===== src/bidir_fifo_pkg.sv =====
package bidir_fifo_pkg;

  // Port data width and queue depth
  localparam int unsigned DATA_W = 36;
  localparam int unsigned QUEUE_DEPTH = 8;

  // Width of the near-empty and near-full offset values
  localparam int unsigned OFS_W = 14;

  // Preset offsets chosen by the latched offset select code
  localparam logic [13:0] OFS_PRESET_01 = 14'h0008;
  localparam logic [13:0] OFS_PRESET_10 = 14'h0010;
  localparam logic [13:0] OFS_PRESET_11 = 14'h0040;

  // Reset value of every offset value before programming
  localparam logic [13:0] OFS_RESET = 14'h0008;

  // Number of port A writes consumed by parallel offset loading
  localparam logic [2:0] PROG_WORDS = 3'h4;

  // Slot of each offset value, in the order the loading writes fill them
  localparam logic [1:0] OFS_AB_FULL = 2'h0;
  localparam logic [1:0] OFS_AB_EMPTY = 2'h1;
  localparam logic [1:0] OFS_BA_FULL = 2'h2;
  localparam logic [1:0] OFS_BA_EMPTY = 2'h3;

endpackage


===== src/bidir_sync_fifo_ports.sv =====
// Behaviour
// - Queue flags change only on own port clock.
// - Select low enables transfers; high floats data.
// - Qualifier high required for any transfer.
// - Port A dir high writes; drives only reading.
// - Port B dir low writes; drives only reading.
// - Port A empty/ready: empty or output valid.
// - Port B empty/ready: empty or output valid.
// - Port A full/ready: full or room left.
// - Port B full/ready: full or room left.
// - Reset release latches offset select; preset offsets.
// - Joint reset, selects low: four offset loads.
// - Port A box select picks mailbox or queue.
// - Port B box select picks mailbox or queue.
// - Port A mailbox write clears its flag; blocks.
// - Port B mailbox read or reset sets flag.
// - Port B mailbox write clears its flag; blocks.
// - Port A mailbox read or reset sets flag.
// - A-to-B reset clears pointers, port B output.
// - B-to-A reset clears pointers, port A output.
// - Rewind strobe returns read pointer, standard only.
// - Fall-through select high means standard mode.
// - Offset loads ordered: ab full, ab empty, ba.
// - Near flags low at or below their offsets.
// - Port A queue write needs all qualifiers, room.
`timescale 1ns/100ps

module sync_fifo #(
  parameter int unsigned WIDTH = 36,
  parameter int unsigned DEPTH = 8,
  parameter int unsigned AW = $clog2(DEPTH)
) (
  input wire logic i_clk,
  input wire logic i_rst_b,
  input wire logic i_clear,
  input wire logic i_rewind,
  input wire logic i_wr_valid,
  output logic o_wr_ready,
  input wire logic [WIDTH-1:0] i_wr_data,
  output logic o_rd_valid,
  input wire logic i_rd_ready,
  output logic [WIDTH-1:0] o_rd_data,
  output logic [AW:0] o_count
);
  // Depth must be a power of two; a rewind after the write pointer wrapped replays garbage
  logic [WIDTH-1:0] mem [DEPTH];
  logic [AW:0] wr_ptr_reg;
  logic [AW:0] rd_ptr_reg;

  assign o_count = wr_ptr_reg - rd_ptr_reg;
  assign o_wr_ready = (o_count != (AW+1)'(DEPTH)) && !i_clear;
  assign o_rd_valid = (o_count != '0) && !i_clear;
  assign o_rd_data = mem[rd_ptr_reg[AW-1:0]];

  always_ff @(posedge i_clk or negedge i_rst_b) begin
    if (!i_rst_b) begin
      wr_ptr_reg <= '0;
    end else if (i_clear) begin
      wr_ptr_reg <= '0;
    end else if (i_wr_valid && o_wr_ready) begin
      wr_ptr_reg <= wr_ptr_reg + 1'b1;
    end
  end

  always_ff @(posedge i_clk or negedge i_rst_b) begin
    if (!i_rst_b) begin
      rd_ptr_reg <= '0;
    end else if (i_clear || i_rewind) begin
      rd_ptr_reg <= '0;
    end else if (o_rd_valid && i_rd_ready) begin
      rd_ptr_reg <= rd_ptr_reg + 1'b1;
    end
  end

  always_ff @(posedge i_clk) begin
    if (i_wr_valid && o_wr_ready) begin
      mem[wr_ptr_reg[AW-1:0]] <= i_wr_data;
    end
  end
endmodule

module bidir_sync_fifo_ports #(
  parameter int unsigned DEPTH = bidir_fifo_pkg::QUEUE_DEPTH,
  parameter logic [13:0] PRESET_01 = bidir_fifo_pkg::OFS_PRESET_01,
  parameter logic [13:0] PRESET_10 = bidir_fifo_pkg::OFS_PRESET_10,
  parameter logic [13:0] PRESET_11 = bidir_fifo_pkg::OFS_PRESET_11
) (
  input wire logic i_clk,
  input wire logic i_rst_b,
  input wire logic i_port_a_clock,
  input wire logic i_port_b_clock,
  input wire logic i_port_a_select_n,
  input wire logic i_port_b_select_n,
  input wire logic i_port_a_go,
  input wire logic i_port_b_go,
  input wire logic i_port_a_dir,
  input wire logic i_port_b_dir,
  input wire logic i_port_a_box_sel,
  input wire logic i_port_b_box_sel,
  input wire logic [35:0] i_port_a_data,
  output logic [35:0] o_port_a_data,
  output logic o_port_a_data_oe,
  input wire logic [35:0] i_port_b_data,
  output logic [35:0] o_port_b_data,
  output logic o_port_b_data_oe,
  input wire logic i_ab_master_reset_n,
  input wire logic i_ba_master_reset_n,
  input wire logic i_ab_rewind_n,
  input wire logic i_ba_rewind_n,
  input wire logic i_offset_sel_lo,
  input wire logic i_offset_sel_hi,
  input wire logic i_fall_through_select,
  output logic o_port_a_empty_or_ready,
  output logic o_port_b_empty_or_ready,
  output logic o_port_a_full_or_ready,
  output logic o_port_b_full_or_ready,
  output logic o_port_a_near_full_n,
  output logic o_port_b_near_full_n,
  output logic o_port_a_near_empty_n,
  output logic o_port_b_near_empty_n,
  output logic o_ab_box_full_n,
  output logic o_ba_box_full_n
);
  localparam int unsigned AW = $clog2(DEPTH);
  localparam int unsigned W = bidir_fifo_pkg::DATA_W;
  localparam int unsigned OW = bidir_fifo_pkg::OFS_W;

  // Port clocks are sampled as ordinary inputs; they must be well below half of i_clk
  logic a_clk_q;
  logic b_clk_q;
  logic a_edge;
  logic b_edge;
  logic a_act;
  logic b_act;
  logic [1:0] sel_code;
  logic prog;
  logic prog_wr;
  logic [2:0] prog_cnt_reg;
  logic [OW-1:0] ofs_reg [4];

  // Index 0 is the a_to_b direction, index 1 the b_to_a direction
  logic wr_edge [2];
  logic rd_edge [2];
  logic wr_act [2];
  logic rd_act [2];
  logic wr_box [2];
  logic rd_box [2];
  logic [W-1:0] wr_data [2];
  logic mrst_n [2];
  logic mrst_q [2];
  logic mrst_rise [2];
  logic rew_q [2];
  logic std_reg [2];
  logic q_wr [2];
  logic rd_req [2];
  logic pop [2];
  logic rd_valid [2];
  logic [W-1:0] rd_data [2];
  logic [AW:0] cnt [2];
  logic [AW:0] cnt_rd_after [2];
  logic [AW:0] cnt_wr_after [2];
  logic [W-1:0] out_reg [2];
  logic [W-1:0] box_reg [2];
  logic box_full_n_reg [2];
  logic er_reg [2];
  logic fr_reg [2];
  logic ne_n_reg [2];
  logic nf_n_reg [2];

  always_ff @(posedge i_clk or negedge i_rst_b) begin
    if (!i_rst_b) begin
      a_clk_q <= 1'b0;
      b_clk_q <= 1'b0;
    end else begin
      a_clk_q <= i_port_a_clock;
      b_clk_q <= i_port_b_clock;
    end
  end

  assign a_edge = i_port_a_clock && !a_clk_q;
  assign b_edge = i_port_b_clock && !b_clk_q;
  assign a_act = a_edge && !i_port_a_select_n && i_port_a_go;
  assign b_act = b_edge && !i_port_b_select_n && i_port_b_go;

  assign wr_edge[0] = a_edge;
  assign rd_edge[0] = b_edge;
  assign wr_edge[1] = b_edge;
  assign rd_edge[1] = a_edge;
  assign wr_act[0] = a_act && i_port_a_dir;
  assign rd_act[1] = a_act && !i_port_a_dir;
  assign wr_act[1] = b_act && !i_port_b_dir;
  assign rd_act[0] = b_act && i_port_b_dir;
  assign wr_box[0] = i_port_a_box_sel;
  assign rd_box[1] = i_port_a_box_sel;
  assign wr_box[1] = i_port_b_box_sel;
  assign rd_box[0] = i_port_b_box_sel;
  assign wr_data[0] = i_port_a_data;
  assign wr_data[1] = i_port_b_data;
  assign mrst_n[0] = i_ab_master_reset_n;
  assign mrst_n[1] = i_ba_master_reset_n;

  // Offset loading and presets
  assign sel_code = {i_offset_sel_hi, i_offset_sel_lo};
  assign prog = prog_cnt_reg != 3'h0;
  assign prog_wr = prog && wr_act[0] && !wr_box[0] && fr_reg[0];

  always_ff @(posedge i_clk or negedge i_rst_b) begin
    if (!i_rst_b) begin
      prog_cnt_reg <= 3'h0;
    end else if (mrst_rise[0] && mrst_rise[1] && sel_code == 2'h0) begin
      prog_cnt_reg <= bidir_fifo_pkg::PROG_WORDS;
    end else if (!mrst_n[0] || !mrst_n[1]) begin
      prog_cnt_reg <= 3'h0;
    end else if (prog_wr) begin
      prog_cnt_reg <= prog_cnt_reg - 3'h1;
    end
  end

  always_ff @(posedge i_clk or negedge i_rst_b) begin
    if (!i_rst_b) begin
      for (int i = 0; i < 4; i++) begin
        ofs_reg[i] <= bidir_fifo_pkg::OFS_RESET;
      end
    end else if (prog_wr) begin
      // Slot order follows the count of loads still outstanding
      ofs_reg[2'(bidir_fifo_pkg::PROG_WORDS - prog_cnt_reg)] <= wr_data[0][OW-1:0];
    end else begin
      for (int d = 0; d < 2; d++) begin
        if (mrst_rise[d] && sel_code != 2'h0) begin
          ofs_reg[2*d] <= (sel_code == 2'h1) ? PRESET_01 : (sel_code == 2'h2) ? PRESET_10 : PRESET_11;
          ofs_reg[2*d+1] <= (sel_code == 2'h1) ? PRESET_01 : (sel_code == 2'h2) ? PRESET_10 : PRESET_11;
        end
      end
    end
  end

  for (genvar g = 0; g < 2; g++) begin : g_dir
    assign mrst_rise[g] = mrst_n[g] && !mrst_q[g];
    // Port A writes during offset loading never reach the queue
    assign q_wr[g] = wr_act[g] && !wr_box[g] && fr_reg[g] && !(g == 0 && prog);
    assign rd_req[g] = rd_act[g] && !rd_box[g] && er_reg[g];
    // Fall-through refills the output register on any reader edge while it is empty
    assign pop[g] = rd_valid[g] && (std_reg[g] ? rd_req[g] : rd_edge[g] && (!er_reg[g] || rd_req[g]));
    assign cnt_rd_after[g] = cnt[g] - (AW+1)'(pop[g]);
    assign cnt_wr_after[g] = cnt[g] + (AW+1)'(q_wr[g]);

    always_ff @(posedge i_clk or negedge i_rst_b) begin
      if (!i_rst_b) begin
        mrst_q[g] <= 1'b0;
        rew_q[g] <= 1'b1;
      end else begin
        mrst_q[g] <= mrst_n[g];
        rew_q[g] <= (g == 0) ? i_ab_rewind_n : i_ba_rewind_n;
      end
    end

    always_ff @(posedge i_clk or negedge i_rst_b) begin
      if (!i_rst_b) begin
        std_reg[g] <= 1'b1;
      end else if (mrst_rise[g]) begin
        std_reg[g] <= i_fall_through_select;
      end
    end

    sync_fifo #(.WIDTH(W), .DEPTH(DEPTH)) u_queue (
      .i_clk(i_clk),
      .i_rst_b(i_rst_b),
      .i_clear(!mrst_n[g]),
      .i_rewind(std_reg[g] && rew_q[g] && !((g == 0) ? i_ab_rewind_n : i_ba_rewind_n)),
      .i_wr_valid(q_wr[g]),
      .o_wr_ready(),
      .i_wr_data(wr_data[g]),
      .o_rd_valid(rd_valid[g]),
      .i_rd_ready(pop[g]),
      .o_rd_data(rd_data[g]),
      .o_count(cnt[g])
    );

    always_ff @(posedge i_clk or negedge i_rst_b) begin
      if (!i_rst_b) begin
        out_reg[g] <= '0;
      end else if (!mrst_n[g]) begin
        out_reg[g] <= '0;
      end else if (pop[g]) begin
        out_reg[g] <= rd_data[g];
      end
    end

    // Reader-side flags move only on the reading port's edge
    always_ff @(posedge i_clk or negedge i_rst_b) begin
      if (!i_rst_b) begin
        er_reg[g] <= 1'b0;
        ne_n_reg[g] <= 1'b0;
      end else if (rd_edge[g]) begin
        if (!mrst_n[g]) begin
          er_reg[g] <= 1'b0;
          ne_n_reg[g] <= 1'b0;
        end else begin
          er_reg[g] <= std_reg[g] ? (cnt_rd_after[g] != '0) : (pop[g] || (er_reg[g] && !rd_req[g]));
          ne_n_reg[g] <= OW'(cnt_rd_after[g]) > ofs_reg[2*g+1];
        end
      end
    end

    // Writer-side flags; port B stays not-ready until offset loading ends
    always_ff @(posedge i_clk or negedge i_rst_b) begin
      if (!i_rst_b) begin
        fr_reg[g] <= 1'b0;
        nf_n_reg[g] <= 1'b1;
      end else if (wr_edge[g]) begin
        if (!mrst_n[g]) begin
          fr_reg[g] <= 1'b0;
          nf_n_reg[g] <= 1'b1;
        end else begin
          fr_reg[g] <= (cnt_wr_after[g] != (AW+1)'(DEPTH)) && !(g == 1 && prog);
          nf_n_reg[g] <= (OW'(DEPTH) - OW'(cnt_wr_after[g])) > ofs_reg[2*g];
        end
      end
    end

    always_ff @(posedge i_clk or negedge i_rst_b) begin
      if (!i_rst_b) begin
        box_reg[g] <= '0;
      end else if (wr_act[g] && wr_box[g] && box_full_n_reg[g]) begin
        box_reg[g] <= wr_data[g];
      end
    end

    always_ff @(posedge i_clk or negedge i_rst_b) begin
      if (!i_rst_b) begin
        box_full_n_reg[g] <= 1'b1;
      end else if (!mrst_n[g]) begin
        box_full_n_reg[g] <= 1'b1;
      end else if (wr_act[g] && wr_box[g] && box_full_n_reg[g]) begin
        box_full_n_reg[g] <= 1'b0;
      end else if (rd_act[g] && rd_box[g]) begin
        box_full_n_reg[g] <= 1'b1;
      end
    end
  end

  // Data lines drive only while the port selects a read
  assign o_port_a_data_oe = !i_port_a_select_n && !i_port_a_dir;
  assign o_port_b_data_oe = !i_port_b_select_n && i_port_b_dir;

  // Registered output mux costs one i_clk of latency after a box select change
  always_ff @(posedge i_clk or negedge i_rst_b) begin
    if (!i_rst_b) begin
      o_port_a_data <= '0;
      o_port_b_data <= '0;
    end else begin
      o_port_a_data <= i_port_a_box_sel ? box_reg[1] : out_reg[1];
      o_port_b_data <= i_port_b_box_sel ? box_reg[0] : out_reg[0];
    end
  end

  assign o_port_a_full_or_ready = fr_reg[0];
  assign o_port_b_full_or_ready = fr_reg[1];
  assign o_port_a_near_full_n = nf_n_reg[0];
  assign o_port_b_near_full_n = nf_n_reg[1];
  assign o_port_a_empty_or_ready = er_reg[1];
  assign o_port_b_empty_or_ready = er_reg[0];
  assign o_port_a_near_empty_n = ne_n_reg[1];
  assign o_port_b_near_empty_n = ne_n_reg[0];
  assign o_ab_box_full_n = box_full_n_reg[0];
  assign o_ba_box_full_n = box_full_n_reg[1];
endmodule


===== config.mk =====
export PLATFORM = sky130hd
export DESIGN_NAME = bidir_sync_fifo_ports
export DESIGN_NICKNAME = d
export VERILOG_FILES = /design/src/bidir_fifo_pkg.sv /design/src/bidir_sync_fifo_ports.sv
export SDC_FILE = /design/constraint.sdc
export NUM_CORES = 1
export LEC_CHECK = 0
export ABC_AREA = 1
export ABC_CLOCK_PERIOD_IN_PS = 7100
export BUFFER_PORTS_ARGS = -buffer_cell sky130_fd_sc_hd__buf_2
export CORE_ASPECT_RATIO = 1.75
export CORE_MARGIN = 1
export CORE_UTILIZATION = 61
export CTS_CLUSTER_DIAMETER = 60
export DETAILED_ROUTE_END_ITERATION = 7
export PLACE_DENSITY = 0.79
export REMOVE_ABC_BUFFERS = 1
export SLEW_MARGIN = 20
export SYNTH_ARGS = -nofsm -noshare
export SYNTH_HDL_FRONTEND = slang
export SYNTH_SLANG_ARGS = --single-unit
export TNS_END_PERCENT = 20

===== constraint.sdc =====
create_clock -name i_clk -period 7.1 [get_ports i_clk]
set_input_delay 0.71 -clock i_clk [delete_from_list [all_inputs] [get_ports i_clk]]
set_output_delay 0.71 -clock i_clk [all_outputs]
set_load 0.05 [all_outputs]

==> impl_results.md <==
* Outcome: finished clean
* Nets at 3071
* Tmin final at 4430 ps
* Synth Area per Inst at 12.6 um^2
* Worst Path Class, Setup: flip-flop to flip-flop
* RePlAce Congestion at 0.856
* Pre-CTS WS at 2720 ps
* MaxCap Viol Count at 0
* Max reg flops at 576
* IR drop worst, VDD at 299 uV
* TritonCTS clock tree: done
* Clock root buffer: clkbuf_16
* Fin crit share at 62.4%
* Detailed Route WL at 85.6 mm
* First-pass GRT wire length at 132 mm
* H-tree depth at 3
* Placed instance area at 0.0367 mm^2
* Initial antenna violation count at 9
* Fin Hold WS at 156 ps
* Total gr overflow at 0
* GRT Overall Usage at 29.7%
* Yosys cell types at 52
* Synth Warn # at 0
* PortBufs at 174
* Clk_skew at 19.6 ps
* Resized Gates After CTS at 0
* Synth Register Bits at 885
* Max clock buf depth at 3
* DIE WIDTH at 183 um
* HPWL after DPL at 50.7 mm
* Power Density at 270 mW/mm^2
* Final Max Tran Viols at 0
* Core footprint at 0.0565 mm^2
* Critical-path cell list: buf_4, inv_1, buf_4, ha_1, a21o_1, a31oi_1, or2_2, nand2_1, nand2_1, nand3_1, inv_1, nand2_1, nor3_2, buf_4
* Leading cell types in the layout, fill and taps excluded: edfxtp_1, o21ai_0, nor2_1, dfrtp_1, nand2_1
* Vias at 23.3k
* Fraction of registers with async set/reset at 34.9%
* # rows at 115
* Vias in the first global route at 24.1k
* Slew headroom at 30.4%
* Fin Setup TNS at 0 ps
* # hold bufs at CTS at 0
* CP top delay family: buffers and inverters
* R2R depth at 14
* CP startpoint kind: flip-flop
* Ratio of cells with drive above 1 in the final layout at 15.0%
* Wirelength per Cell at 22.9 um
* Fin area at 0.0393 mm^2
* Clock transition at the registers of the reported paths at 70 ps
* Mapped Cells at 2775
* Synthesized area at 0.0351 mm^2
* Largest net degree at the start of global routing at 141
* Die area at 0.0585 mm^2
* Worst skew pair latency at 610 ps
* Synth-to-layout area growth at 12.0%
* Commonest non-fill, non-tap cell in the layout: edfxtp_1
* CP required at 7330 ps
* Critical path depth at 14
* TritonRoute pass-1 iters at 5
* Final hold violation count at 0
* Final std cells w/o fill at 3744
* Pleak at 15.3 nW
* Number of synthesized flops with an enable pin at 576
* Setup violators final at 0
* I/O pins at 175
* Tightest Pin Transition at 1040 ps
* Fmax at 0.226 GHz
* CP max stage delay at 660 ps
* Final setup margin at 2670 ps
* Crit end category: flip-flop
* CP bufs+invs at 5
* Starting Density at 62.0%
* DRT antenna net count at 0
* RSZ-0062 raised after global routing: no
* First-iteration detailed-routing DRC count at 2100
* Worst-path fanout max at 74
* Clk sink count at 885
* # DRC at 0
* Die Ht at 319 um
* CP max-delay cell: buf_4
* Data arrival time of the critical path at 4660 ps
* Hold WC Path Type: input pin to async pin
* Placed cells at 3603
* Vias per cell at 6.21
* Post-CTS Setup Inserts at 0
* Main synth FF type: edfxtp_1
* CTS Buf Count at 75
* Sequential area share after synthesis at 71.4%
## metal layers
layer,vias to the layer above,wire (um),track usage [%]
li1,10300,-,-
met1,11600,30000,34.1
met2,1161,44700,52.9
met3,283,6880,5.46
met4,12,3970,14.9
met5,-,80,0
## final timing paths
kind / from / endpoint / slack (ps)
worst max register to register: g_dir[1].u_queue.rd_ptr_reg[1]$_DFFE_PN0P_ / g_dir[1].u_queue.mem[5][28]$_DFFE_PP_ / 2670
worst min-delay path: i_rst_b / o_port_b_data[18]$_DFF_PN0_ / 160
worst min register to register: box_reg[34]$_DFFE_PN0P_ / o_port_a_data[34]$_DFF_PN0_ / 480
worst max-delay path: g_dir[1].u_queue.rd_ptr_reg[1]$_DFFE_PN0P_ / g_dir[1].u_queue.mem[5][28]$_DFFE_PP_ / 2670
min in group i_clk: i_ab_rewind_n / rew_q[1]$_DFF_PN1_ / 220
max in group asynchronous: i_rst_b / g_dir[1].u_queue.rd_ptr_reg[0]$_DFFE_PN0P_ / 5400
## cell type report
cell class / count / area [um^2]
Sequential cell: 885 / 25000
Fill cell: 3729 / 17300
Multi-Input combinational cell: 1530 / 8740
Clock buffer: 101 / 2150
Timing Repair Buffer: 215 / 1200
Tap cell: 760 / 951
Inverter: 213 / 800
Clock inverter: 37 / 380
Antenna cell: 3 / 7.51
## logic make-up (layout without fill, tap and decap cells)
family	Yosys count	after routing	share of synthesized area, %
xor gates and xnor gates	15	15	0.396
DFF	885	885	71.4
muxes	73	73	2.29
other	0	3	0
and+or+nand+nor	706	706	8.19
adders and majority gates	60	60	2.18
AOI/OAI and AO/OA	676	676	11.6
buffers and inverters	360	566	3.93
## report_power, final
| part | total (mW) | switching [mW] | internal, mW | leakage [nW] |
|---|---|---|---|---|
| sequential | 5.73 | 0.0752 | 5.65 | 9.30 |
| combinational | 0.684 | 0.503 | 0.181 | 4.75 |
| clock | 4.21 | 1.81 | 2.40 | 1.24 |
## per-stage QoR
stage	utilization, %	power (mW)
global placement	65.0	6.48
finish	69.5	10.6
detailed placement	65.0	6.51
CTS	69.5	10.7
floorplan	-	6.22
global route	69.5	10.9
## Yosys cell counts, types with 3 or more instances
master	instances	share of area [%]
nand3_1	50	0.71
o2111ai_1	3	0.075
clkbuf_1	117	1.3
ha_1	58	2.1
o21ai_0	377	5.4
nor2_2	4	0.071
nor2_1	360	3.9
buf_1	14	0.15
nor3_1	26	0.37
a221oi_1	66	1.6
inv_1	207	2.2
buf_2	15	0.21
xor2_1	11	0.27
a22oi_1	33	0.71
xnor2_1	3	0.075
o21bai_1	3	0.064
o221ai_1	13	0.32
nor4_1	8	0.14
edfxtp_1	576	49
o211ai_1	6	0.13
nand2_1	238	2.5
mux2i_1	15	0.43
mux2_2	58	1.9
nand4_1	4	0.071
inv_2	5	0.054
o22ai_1	120	2.1
dfstp_2	12	0.90
o32ai_1	22	0.55
nand2_4	3	0.096
a21oi_1	23	0.33
dfrtp_1	297	21
No activity file was read; power rests on OpenSTA's default activity.
